==> src/logic/sfc_pkg.sv <==
// Constants shared by the flash command sequencer host
// What this block does
// - Erase starts self-timed; no preprogramming issued
// - One program sequence per byte written
// - Completion found by polling the toggle status bit
// - Write needs select low, gate high, strobe low
// - Address on later fall, data on earlier rise
package sfc_pkg;

	localparam int          ADDR_W      = 19;
	localparam int          DATA_W      = 8;
	localparam int          SECTORS     = 8;
	localparam int          SEC_W       = 3;
	localparam int          SEC_LSB     = 16;
	localparam int          REG_AW      = 3;
	localparam int          REG_DW      = 32;
	localparam int          OP_W        = 4;
	localparam int          CNT_W       = 4;
	localparam int          TMO_W       = 32;

	// Register offsets
	localparam logic [2:0]  REG_CTRL    = 3'h0;
	localparam logic [2:0]  REG_ADDR    = 3'h1;
	localparam logic [2:0]  REG_DATA    = 3'h2;
	localparam logic [2:0]  REG_SMASK   = 3'h3;
	localparam logic [2:0]  REG_STATUS  = 3'h4;
	localparam logic [2:0]  REG_RDATA   = 3'h5;

	// Status bit positions
	localparam int          ST_BUSY     = 0;
	localparam int          ST_DONE     = 1;
	localparam int          ST_FAIL     = 2;
	localparam int          ST_TOUT     = 3;

	// Operations written to the control register
	localparam logic [3:0]  OP_READ     = 4'h0;
	localparam logic [3:0]  OP_PROG     = 4'h1;
	localparam logic [3:0]  OP_SERASE   = 4'h2;
	localparam logic [3:0]  OP_CERASE   = 4'h3;
	localparam logic [3:0]  OP_SUSP     = 4'h4;
	localparam logic [3:0]  OP_RESUME   = 4'h5;
	localparam logic [3:0]  OP_ID       = 4'h6;
	localparam logic [3:0]  OP_RESET    = 4'h7;

	// Device command bytes and unlock addresses
	localparam logic [18:0] UNLOCK_A1   = 19'h00555;
	localparam logic [18:0] UNLOCK_A2   = 19'h002AA;
	localparam logic [7:0]  CMD_UNLK1   = 8'hAA;
	localparam logic [7:0]  CMD_UNLK2   = 8'h55;
	localparam logic [7:0]  CMD_PROG    = 8'hA0;
	localparam logic [7:0]  CMD_ERASE   = 8'h80;
	localparam logic [7:0]  CMD_CHIP    = 8'h10;
	localparam logic [7:0]  CMD_SECT    = 8'h30;
	localparam logic [7:0]  CMD_SUSP    = 8'hB0;
	localparam logic [7:0]  CMD_RESUME  = 8'h30;
	localparam logic [7:0]  CMD_ID      = 8'h90;
	localparam logic [7:0]  CMD_RESET   = 8'hF0;
	localparam logic [7:0]  ERASED_BYTE = 8'hFF;
	localparam int          POLL_BIT    = 7;
	localparam int          TOGGLE_BIT  = 6;

	// Timing
	localparam int          CLK_NS      = 25;
	localparam int          ACC_NS      = 55;
	localparam int          WE_NS       = 50;
	localparam int          TMO_MS      = 2000;
	localparam logic [3:0]  ACC_CYC     =
		4'((ACC_NS + CLK_NS - 1) / CLK_NS);
	localparam logic [3:0]  WE_CYC      =
		4'((WE_NS + CLK_NS - 1) / CLK_NS);
	localparam logic [31:0] TMO_CYC     =
		32'(TMO_MS * 1000000 / CLK_NS);

endpackage

==> src/logic/sfc_bus_cycle.sv <==
// One read or write cycle on the flash pins
`timescale 1ns/10ps
module sfc_bus_cycle (
	input  wire logic                       clk_i,
	input  wire logic                       reset_n_i,
	input  wire logic                       start_i,
	input  wire logic                       write_i,
	input  wire logic [sfc_pkg::ADDR_W-1:0] addr_i,
	input  wire logic [sfc_pkg::DATA_W-1:0] data_i,
	output logic                            done_o,
	output logic      [sfc_pkg::DATA_W-1:0] rdata_o,
	output logic                            ce_n_o,
	output logic                            oe_n_o,
	output logic                            we_n_o,
	output logic      [sfc_pkg::ADDR_W-1:0] addr_o,
	output logic      [sfc_pkg::DATA_W-1:0] dq_o,
	output logic                            dq_oe_o,
	input  wire logic [sfc_pkg::DATA_W-1:0] dq_i
);
	import sfc_pkg::*;

	typedef enum logic [1:0] {C_IDLE, C_SETUP, C_STROBE, C_HOLD} sfc_cyc_t;

	sfc_cyc_t           st_q, st_d;
	logic               wr_q, wr_d;
	logic [CNT_W-1:0]   cnt_q, cnt_d;
	logic               done_d, ce_n_d, oe_n_d, we_n_d, dq_oe_d;
	logic [ADDR_W-1:0]  addr_d;
	logic [DATA_W-1:0]  dq_d, rdata_d;

	////////////////////////////////////////////////////////////////////////
	always_comb begin
		st_d    = st_q;
		wr_d    = wr_q;
		cnt_d   = cnt_q;
		done_d  = 1'b0;
		ce_n_d  = ce_n_o;
		oe_n_d  = oe_n_o;
		we_n_d  = we_n_o;
		dq_oe_d = dq_oe_o;
		addr_d  = addr_o;
		dq_d    = dq_o;
		rdata_d = rdata_o;
		case (st_q)
			C_IDLE: begin
				if (start_i) begin
					wr_d    = write_i;
					addr_d  = addr_i;
					dq_d    = data_i;
					ce_n_d  = 1'b0;
					oe_n_d  = 1'b1;
					we_n_d  = 1'b1;
					dq_oe_d = write_i;
					st_d    = C_SETUP;
				end
			end
			C_SETUP: begin
				if (wr_q) begin
					we_n_d = 1'b0;
					cnt_d  = WE_CYC - 4'h1;
				end else begin
					oe_n_d = 1'b0;
					cnt_d  = ACC_CYC - 4'h1;
				end
				st_d = C_STROBE;
			end
			C_STROBE: begin
				if (cnt_q == '0) begin
					if (wr_q) begin
						we_n_d = 1'b1;
					end else begin
						rdata_d = dq_i;
						oe_n_d  = 1'b1;
					end
					st_d = C_HOLD;
				end else begin
					cnt_d = cnt_q - 4'h1;
				end
			end
			C_HOLD: begin
				ce_n_d  = 1'b1;
				dq_oe_d = 1'b0;
				done_d  = 1'b1;
				st_d    = C_IDLE;
			end
			default: begin
				st_d = C_IDLE;
			end
		endcase
	end

	always_ff @(posedge clk_i) begin
		if (!reset_n_i) begin
			st_q    <= C_IDLE;
			wr_q    <= 1'b0;
			cnt_q   <= '0;
			done_o  <= 1'b0;
			ce_n_o  <= 1'b1;
			oe_n_o  <= 1'b1;
			we_n_o  <= 1'b1;
			dq_oe_o <= 1'b0;
			addr_o  <= '0;
			dq_o    <= '0;
			rdata_o <= '0;
		end else begin
			st_q    <= st_d;
			wr_q    <= wr_d;
			cnt_q   <= cnt_d;
			done_o  <= done_d;
			ce_n_o  <= ce_n_d;
			oe_n_o  <= oe_n_d;
			we_n_o  <= we_n_d;
			dq_oe_o <= dq_oe_d;
			addr_o  <= addr_d;
			dq_o    <= dq_d;
			rdata_o <= rdata_d;
		end
	end

endmodule

==> src/logic/sfc_host.sv <==
// Flash command sequencer host with software register port
`timescale 1ns/10ps
module sfc_host #(
	parameter logic [31:0] POLL_LIMIT = sfc_pkg::TMO_CYC
) (
	input  wire logic                       clk_i,
	input  wire logic                       reset_n_i,
	input  wire logic [sfc_pkg::REG_AW-1:0] reg_addr_i,
	input  wire logic [sfc_pkg::REG_DW-1:0] reg_wdata_i,
	input  wire logic                       reg_wr_i,
	input  wire logic                       reg_rd_i,
	output logic      [sfc_pkg::REG_DW-1:0] reg_rdata_o,
	output logic                            flash_ce_n_o,
	output logic                            flash_oe_n_o,
	output logic                            flash_we_n_o,
	output logic      [sfc_pkg::ADDR_W-1:0] byte_address_lines_o,
	output logic      [sfc_pkg::DATA_W-1:0] byte_data_lines_o,
	output logic                            byte_data_lines_oe_o,
	input  wire logic [sfc_pkg::DATA_W-1:0] byte_data_lines_i
);
	import sfc_pkg::*;

	typedef enum logic [1:0] {S_IDLE, S_CMD, S_RD, S_POLL} sfc_state_t;

	////////////////////////////////////////////////////////////////////////
	// Sequence helpers

	function automatic logic [ADDR_W-1:0] sec_base(input logic [2:0] s);
		sec_base = {s, 16'h0000};
	endfunction

	function automatic logic [2:0] low_bit(input logic [SECTORS-1:0] m);
		low_bit = 3'h0;
		for (int i = SECTORS - 1; i >= 0; i--) begin
			if (m[i]) begin
				low_bit = 3'(i);
			end
		end
	endfunction

	function automatic logic [ADDR_W+DATA_W-1:0] seq_word(
		input logic [OP_W-1:0]   op,
		input logic [2:0]        step,
		input logic [ADDR_W-1:0] a,
		input logic [DATA_W-1:0] d,
		input logic [2:0]        s
	);
		seq_word = {UNLOCK_A1, CMD_UNLK1};
		case (op)
			OP_SUSP:   seq_word = {a, CMD_SUSP};
			OP_RESUME: seq_word = {a, CMD_RESUME};
			OP_RESET:  seq_word = {a, CMD_RESET};
			default: begin
				case (step)
					3'h1: seq_word = {UNLOCK_A2, CMD_UNLK2};
					3'h2: begin
						if (op == OP_PROG) begin
							seq_word = {UNLOCK_A1, CMD_PROG};
						end else if (op == OP_ID) begin
							seq_word = {UNLOCK_A1, CMD_ID};
						end else begin
							seq_word = {UNLOCK_A1, CMD_ERASE};
						end
					end
					3'h3: begin
						if (op == OP_PROG) begin
							seq_word = {a, d};
						end
					end
					3'h4: seq_word = {UNLOCK_A2, CMD_UNLK2};
					3'h5: begin
						if (op == OP_CERASE) begin
							seq_word = {UNLOCK_A1, CMD_CHIP};
						end else begin
							seq_word = {sec_base(s), CMD_SECT};
						end
					end
					default: seq_word = {UNLOCK_A1, CMD_UNLK1};
				endcase
			end
		endcase
	endfunction

	function automatic logic seq_last(
		input logic [OP_W-1:0] op,
		input logic [2:0]      step
	);
		case (op)
			OP_PROG:   seq_last = (step == 3'h3);
			OP_ID:     seq_last = (step == 3'h2);
			OP_CERASE: seq_last = (step == 3'h5);
			OP_SERASE: seq_last = (step == 3'h5);
			default:   seq_last = 1'b1;
		endcase
	endfunction

	////////////////////////////////////////////////////////////////////////
	// State

	sfc_state_t          st_q, st_d;
	logic [OP_W-1:0]     op_q, op_d;
	logic [2:0]          step_q, step_d;
	logic [ADDR_W-1:0]   addr_q, addr_d;
	logic [DATA_W-1:0]   data_q, data_d;
	logic [SECTORS-1:0]  smask_q, smask_d;
	logic [SECTORS-1:0]  mask_q, mask_d;
	logic [2:0]          sec_q, sec_d;
	logic [DATA_W-1:0]   prev_q, prev_d;
	logic                have_q, have_d;
	logic                susp_q, susp_d;
	logic [TMO_W-1:0]    tmo_q, tmo_d;
	logic                done_q, done_d;
	logic                fail_q, fail_d;
	logic                tout_q, tout_d;
	logic [DATA_W-1:0]   rd_q, rd_d;
	logic [REG_DW-1:0]   rdata_d;
	logic                cs_q, cs_d;
	logic                cw_q, cw_d;
	logic [ADDR_W-1:0]   ca_q, ca_d;
	logic [DATA_W-1:0]   cd_q, cd_d;
	logic                cyc_done;
	logic [DATA_W-1:0]   cyc_rdata;
	logic [SECTORS-1:0]  rest;
	logic [DATA_W-1:0]   expect_b;

	////////////////////////////////////////////////////////////////////////
	// Sequencer and register port

	always_comb begin
		st_d    = st_q;
		op_d    = op_q;
		step_d  = step_q;
		addr_d  = addr_q;
		data_d  = data_q;
		smask_d = smask_q;
		mask_d  = mask_q;
		sec_d   = sec_q;
		prev_d  = prev_q;
		have_d  = have_q;
		susp_d  = susp_q;
		tmo_d   = tmo_q;
		done_d  = done_q;
		fail_d  = fail_q;
		tout_d  = tout_q;
		rd_d    = rd_q;
		cs_d    = 1'b0;
		cw_d    = cw_q;
		ca_d    = ca_q;
		cd_d    = cd_q;
		rdata_d = '0;
		rest    = mask_q & ~(8'h01 << sec_q);
		expect_b = (op_q == OP_PROG) ? data_q : ERASED_BYTE;
		if (reg_rd_i) begin
			case (reg_addr_i)
				REG_ADDR:   rdata_d = {13'h0000, addr_q};
				REG_DATA:   rdata_d = {24'h000000, data_q};
				REG_SMASK:  rdata_d = {24'h000000, smask_q};
				REG_STATUS: rdata_d = {28'h0000000, tout_q, fail_q, done_q,
					st_q != S_IDLE};
				REG_RDATA:  rdata_d = {24'h000000, rd_q};
				default:    rdata_d = '0;
			endcase
		end
		case (st_q)
			S_IDLE: begin
				if (reg_wr_i && reg_addr_i == REG_ADDR) begin
					addr_d = reg_wdata_i[ADDR_W-1:0];
				end
				if (reg_wr_i && reg_addr_i == REG_DATA) begin
					data_d = reg_wdata_i[DATA_W-1:0];
				end
				if (reg_wr_i && reg_addr_i == REG_SMASK) begin
					smask_d = reg_wdata_i[SECTORS-1:0];
				end
				if (reg_wr_i && reg_addr_i == REG_CTRL) begin
					op_d   = reg_wdata_i[OP_W-1:0];
					step_d = 3'h0;
					mask_d = smask_q;
					sec_d  = low_bit(smask_q);
					done_d = 1'b0;
					fail_d = 1'b0;
					tout_d = 1'b0;
					susp_d = 1'b0;
					cs_d   = 1'b1;
					ca_d   = addr_q;
					if (reg_wdata_i[OP_W-1:0] == OP_READ) begin
						cw_d = 1'b0;
						st_d = S_RD;
					end else if (reg_wdata_i[OP_W-1:0] == OP_SERASE &&
						smask_q == '0) begin
						cs_d   = 1'b0;
						done_d = 1'b1;
						fail_d = 1'b1;
					end else begin
						cw_d = 1'b1;
						{ca_d, cd_d} = seq_word(reg_wdata_i[OP_W-1:0],
							3'h0, addr_q, data_q, 3'h0);
						st_d = S_CMD;
					end
				end
			end
			S_CMD: begin
				if (cyc_done) begin
					cs_d = 1'b1;
					if (op_q == OP_SERASE && step_q == 3'h5 && rest != '0) begin
						mask_d = rest;
						sec_d  = low_bit(rest);
						cw_d   = 1'b1;
						{ca_d, cd_d} = seq_word(op_q, step_q, addr_q, data_q,
							low_bit(rest));
					end else if (!seq_last(op_q, step_q)) begin
						step_d = step_q + 3'h1;
						cw_d   = 1'b1;
						{ca_d, cd_d} = seq_word(op_q, step_q + 3'h1, addr_q,
							data_q, sec_q);
					end else if (op_q == OP_PROG || op_q == OP_SERASE ||
						op_q == OP_CERASE) begin
						cw_d   = 1'b0;
						ca_d   = (op_q == OP_PROG) ? addr_q : sec_base(sec_q);
						have_d = 1'b0;
						tmo_d  = '0;
						st_d   = S_POLL;
					end else if (op_q == OP_ID) begin
						cw_d = 1'b0;
						ca_d = addr_q;
						st_d = S_RD;
					end else begin
						cs_d   = 1'b0;
						done_d = 1'b1;
						st_d   = S_IDLE;
					end
				end
			end
			S_RD: begin
				if (cyc_done) begin
					rd_d   = cyc_rdata;
					done_d = 1'b1;
					st_d   = S_IDLE;
				end
			end
			S_POLL: begin
				tmo_d = tmo_q + 32'h00000001;
				if (reg_wr_i && reg_addr_i == REG_CTRL &&
					reg_wdata_i[OP_W-1:0] == OP_SUSP && op_q != OP_PROG) begin
					susp_d = 1'b1;
				end
				if (tmo_q == POLL_LIMIT) begin
					tout_d = 1'b1;
					fail_d = 1'b1;
					done_d = 1'b1;
					st_d   = S_IDLE;
				end else if (cyc_done) begin
					if (susp_q) begin
						op_d   = OP_SUSP;
						step_d = 3'h0;
						cs_d   = 1'b1;
						cw_d   = 1'b1;
						{ca_d, cd_d} = seq_word(OP_SUSP, 3'h0, addr_q, data_q,
							3'h0);
						st_d   = S_CMD;
					end else if (have_q &&
						cyc_rdata[TOGGLE_BIT] == prev_q[TOGGLE_BIT]) begin
						rd_d   = cyc_rdata;
						fail_d = (cyc_rdata != expect_b) ||
							(cyc_rdata[POLL_BIT] != expect_b[POLL_BIT]);
						done_d = 1'b1;
						st_d   = S_IDLE;
					end else begin
						prev_d = cyc_rdata;
						have_d = 1'b1;
						cs_d   = 1'b1;
						cw_d   = 1'b0;
					end
				end
			end
			default: begin
				st_d = S_IDLE;
			end
		endcase
	end

	always_ff @(posedge clk_i) begin
		if (!reset_n_i) begin
			st_q        <= S_IDLE;
			op_q        <= OP_READ;
			step_q      <= 3'h0;
			addr_q      <= '0;
			data_q      <= '0;
			smask_q     <= '0;
			mask_q      <= '0;
			sec_q       <= 3'h0;
			prev_q      <= '0;
			have_q      <= 1'b0;
			susp_q      <= 1'b0;
			tmo_q       <= '0;
			done_q      <= 1'b0;
			fail_q      <= 1'b0;
			tout_q      <= 1'b0;
			rd_q        <= '0;
			cs_q        <= 1'b0;
			cw_q        <= 1'b0;
			ca_q        <= '0;
			cd_q        <= '0;
			reg_rdata_o <= '0;
		end else begin
			st_q        <= st_d;
			op_q        <= op_d;
			step_q      <= step_d;
			addr_q      <= addr_d;
			data_q      <= data_d;
			smask_q     <= smask_d;
			mask_q      <= mask_d;
			sec_q       <= sec_d;
			prev_q      <= prev_d;
			have_q      <= have_d;
			susp_q      <= susp_d;
			tmo_q       <= tmo_d;
			done_q      <= done_d;
			fail_q      <= fail_d;
			tout_q      <= tout_d;
			rd_q        <= rd_d;
			cs_q        <= cs_d;
			cw_q        <= cw_d;
			ca_q        <= ca_d;
			cd_q        <= cd_d;
			reg_rdata_o <= rdata_d;
		end
	end

	////////////////////////////////////////////////////////////////////////
	// Pin cycle engine

	sfc_bus_cycle u_cycle (
		.clk_i     (clk_i),
		.reset_n_i (reset_n_i),
		.start_i   (cs_q),
		.write_i   (cw_q),
		.addr_i    (ca_q),
		.data_i    (cd_q),
		.done_o    (cyc_done),
		.rdata_o   (cyc_rdata),
		.ce_n_o    (flash_ce_n_o),
		.oe_n_o    (flash_oe_n_o),
		.we_n_o    (flash_we_n_o),
		.addr_o    (byte_address_lines_o),
		.dq_o      (byte_data_lines_o),
		.dq_oe_o   (byte_data_lines_oe_o),
		.dq_i      (byte_data_lines_i)
	);

endmodule

==> config.mk <==
export PLATFORM = sky130hd
export DESIGN_NAME = sfc_host
export DESIGN_NICKNAME = d
export VERILOG_FILES = /design/src/logic/sfc_pkg.sv /design/src/logic/sfc_bus_cycle.sv /design/src/logic/sfc_host.sv
export SDC_FILE = /design/constraint.sdc
export NUM_CORES = 1
export LEC_CHECK = 0
export BUFFER_PORTS_ARGS = -buffer_cell sky130_fd_sc_hd__buf_2
export CAP_MARGIN = 30
export CORE_MARGIN = 4
export CORE_UTILIZATION = 53
export CTS_CLUSTER_SIZE = 24
export DETAILED_ROUTE_END_ITERATION = 8
export PLACE_DENSITY = 0.74
export SYNTH_ARGS = -nofsm -noshare
export SYNTH_HDL_FRONTEND = slang
export SYNTH_SLANG_ARGS = --single-unit
==> constraint.sdc <==
create_clock -name clk_i -period 2.7 [get_ports clk_i]
set_clock_uncertainty 0.1 [all_clocks]
set_input_delay 0 -clock clk_i [delete_from_list [all_inputs] [get_ports clk_i]]
set_output_delay 0 -clock clk_i [all_outputs]
set_load 0.005 [all_outputs]
==> flow_summary.ini <==
[critical_path]
crit_cells = 9
end_kind = register
path_class = register to register
worstPathRequired_ns = 2.97
r2r_slack_ns = 0.11
max_stage_delay_ns = 0.38
cp_slowest_cell = or3_1
critPathArrivalTime_ns = 2.87
startpoint_type = register
cp_num_buf_inv = 3
timing.rr.start = sec_q[0]$_SDFFE_PN0P_
path_common_cell = buf_4
crit_family = compound AO/OA/AOI/OAI gates
cp_cell_sequence = mux2_1 -> o22a_1 -> o41ai_4 -> buf_6 -> buf_4 -> a41oi_1 -> buf_4 -> or3_1 -> a21oi_2
r2r-end = tmo_q[10]$_SDFFE_PN0P_
reg2regPathDepth = 9
crit_fanout = 10

[placement]
gp_congestion = 0.943
io_buffer_count = 83
placed_cells = 1547
dpl.hpwl_um = 20000
place_area_um2 = 10800

[logic_synthesis]
synthCells = 1244
ys_ff_latch = 196
synth_top_cell_area_share_pct = 39.8
yosysUniqueCellTypes = 73
yosys.area.top_type = dfxtp_1
synth.avg_cell_area_um2 = 7.92
yosys_warnings = 0
synth_area_um2 = 9850
yosysSeqAreaShare_pct = 39.8
synth-async-reset-ratio_pct = 0
synth_area_leaders = dfxtp_1 (40%), a21oi_1 (9.0%), nand2_1 (6.7%)
synth_ff_type = dfxtp_1
synth.most_common_cell = dfxtp_1
synth_edf_count = 0
ys_top_cells_by_count = dfxtp_1 (196), a21oi_1 (178), nand2_1 (176)

[cells_and_area]
final_cells = 1617
fillerInstances = 1516
fin_area_um2 = 11900
areaGrowthSynthToFinish_pct = 20.6
final_util_pct = 65.5
drive_above_1_share_pct = 15.9
diodes = 0
nets = 1442

[timing]
worst_pin_slew_ns = 0.850
period_needed_ns = 2.59
hold_viol = 0
maxClockFrequency_mhz = 386
finalSetupViolCount = 0
rsz0062_at_grt = no
fin_crit_sh_pct = 96.1
drv_slew = 0
slew_headroom_pct = 43.1

[detailed_routing]
via_per_inst = 6.07
drc = 0
dr.pass1.iters = 5
post_drt_wl_per_cell_um = 17.8
routed_wl_um = 28700
vias = 9814
drt-initial-drc-count = 1003
ant_nets = 0

[cts]
clk_root_buffer_cell = clkbuf_16
clock_sinks = 196
cts_tree = yes
cts_max_path_buffers = 2
htree_levels = 4
clk_pin_slew_worst_paths_ns = 0.08
clkLatencyLatePin_ns = 0.45
cts_buffers = 17

[floorplan]
die_h_um = 144
die_w_um = 144
rows = 49
io_pins = 110
start_util_pct = 54.3
die_area_um2 = 20800
core_area_um2 = 18100

[grt]
overflow = 0
grtUsageTotal_pct = 27.5
grt_pass1_vias = 9274
grt_pass1_wl_um = 46600
grt_max_degree = 101
grt_antenna_before_repair = 0

[min_path]
min_path_type = primary input to register
hold_depth = 4
worst_hold_path.endpoint = reg_rdata_o[4]$_SDFF_PN0_
min-delay-start = reg_addr_i[1]

[power]
switchingPower_w = 0.00268
intPower_w = 0.00513
clockPowerShare_pct = 32.9
pwr-share-comb_pct = 25.7
leakagePower_nw = 4.44
p_per_area_nw_per_um2 = 658
vdd_drop_max_mv = 0.568
pwr-share-seq_pct = 41.4
swShare_pct = 34.3

[status]
status = finished, final reports clean

[flow_run]
drv_cap = 0
-- power by group through the flow --
stage	Sequential [W]	Combinational (W)	Clock [W]
2_1_floorplan	0.00325	0.00126	0
3_3_place_gp	0.00328	0.00184	0
3_5_place_dp	0.00329	0.00187	0
4_1_cts	0.00323	0.00192	0.00258
5_1_grt	0.00326	0.00219	0.00271
6_report	0.00323	0.00201	0.00257
-- layout make-up --
cell class                 count  area, um^2  area share [%]
multi-input combinational    930        5510            46.4
sequential                   196        3930            33.1
timing repair buffer         191        1400            11.8
clock buffer                  17         425            3.58
tap                          229         287            2.41
clock inverter                15         185            1.56
inverter                      39         148            1.24
-- kinds of logic after synthesis --
kind of cell	count (synthesis)	share of synthesized area [%]
mux	40	4.09
buf+inv	130	5.50
simple gates	458	23.1
xor+xnor	6	0.534
compound gates	393	24.3
other cells	1	0.0381
fa+ha+maj	20	2.54
flops	196	39.8
-- registers in the layout, summed over array words and instances (netlist names), 2 cells and up --
| signal | count |
|---|---|
| cd_q | 8 |
| rd_q | 8 |
| smask_q | 8 |
| u_cycle.dq_o | 8 |
| step_q | 3 |
| u_cycle.addr_o | 19 |
| addr_q | 19 |
| sec_q | 3 |
| mask_q | 8 |
| op_q | 4 |
| st_q | 2 |
| ca_q | 19 |
| tmo_q | 32 |
| data_q | 8 |
| u_cycle.cnt_q | 4 |
| u_cycle.st_q | 2 |
| u_cycle.rdata_o | 8 |
| reg_rdata_o | 19 |
-- tightest hold or removal path: stages --
cell,delay [ns]
buf_2,0.16
nor2_1,0.10
a22oi_1,0.16
a21oi_1,0.10
-- placed cells by master (no fill, tap or decap), types with 12 or more instances in the layout --
cell,synthesis,routed
or3_1,14,14
mux2i_1,38,38
clkbuf_16,0,17
a31oi_1,13,12
ha_1,20,19
nand4_1,21,21
dfxtp_1,196,194
and2_1,16,16
and3_1,14,14
o31ai_1,28,28
nand3_1,28,28
a21oi_1,178,175
nor2_1,78,77
nor3_1,22,21
inv_1,38,37
conb_1,1,13
dlygate4sd3_1,0,35
buf_4,13,63
or4_1,24,23
buf_2,4,84
a22oi_1,14,14
nand2b_1,13,13
o21ai_0,74,73
nand2_1,176,176
o211ai_1,14,14
-- worst max path at each step --
stage / from / endpoint / slack, ns
4_1_cts: step_q[1]$_SDFFE_PN0P_ / cd_q[3]$_SDFFE_PN0P_ / 0.007
3_3_place_gp: sec_q[0]$_SDFFE_PN0P_ / tmo_q[26]$_SDFFE_PN0P_ / 0.04
6_report: sec_q[0]$_SDFFE_PN0P_ / tmo_q[10]$_SDFFE_PN0P_ / 0.11
3_5_place_dp: sec_q[0]$_SDFFE_PN0P_ / tmo_q[22]$_SDFFE_PN0P_ / -0.02
5_1_grt: sec_q[0]$_SDFFE_PN0P_ / tmo_q[15]$_SDFFE_PN0P_ / 0.004
2_1_floorplan: step_q[0]$_SDFFE_PN0P_ / tmo_q[1]$_SDFFE_PN0P_ / 0.03
-- through the flow --
stage / hold WS, ns / setup TNS [ns] / total power (W) / setup WS [ns]
after detailed placement: 0.148 / -0.0738 / 0.00516 / -0.0196
after CTS: 0.0121 / 0 / 0.00773 / 0.00698
after global placement: 0.142 / 0 / 0.00512 / 0.0425
after floorplan: 0.0360 / 0 / 0.00451 / 0.0333
final: 0.0246 / 0 / 0.00781 / 0.106
after global routing: 0.0344 / 0 / 0.00816 / 0.00363
-- routing by layer --
layer,part of all wire [%],global-route usage (%),wire length (um),vias up
met2,46,44.3,13300,370
li1,-,-,-,4761
met3,6.7,5.69,1920,70
met5,0,0,0,-
met1,44,36.6,12600,4613
met4,2.9,9.62,833,0
-- repair_timing --
item / in CTS / in global routing
setup endpoints to repair: 11 / 64
resized for setup: 3 / 20
gates cloned: 0 / 1
pin swaps: 1 / 4
buffers inserted: 1 / 1
hold buffers: 35 / 0
endpoints found under the hold margin: 67 / 0
No activity file was read; power rests on OpenSTA's default activity.
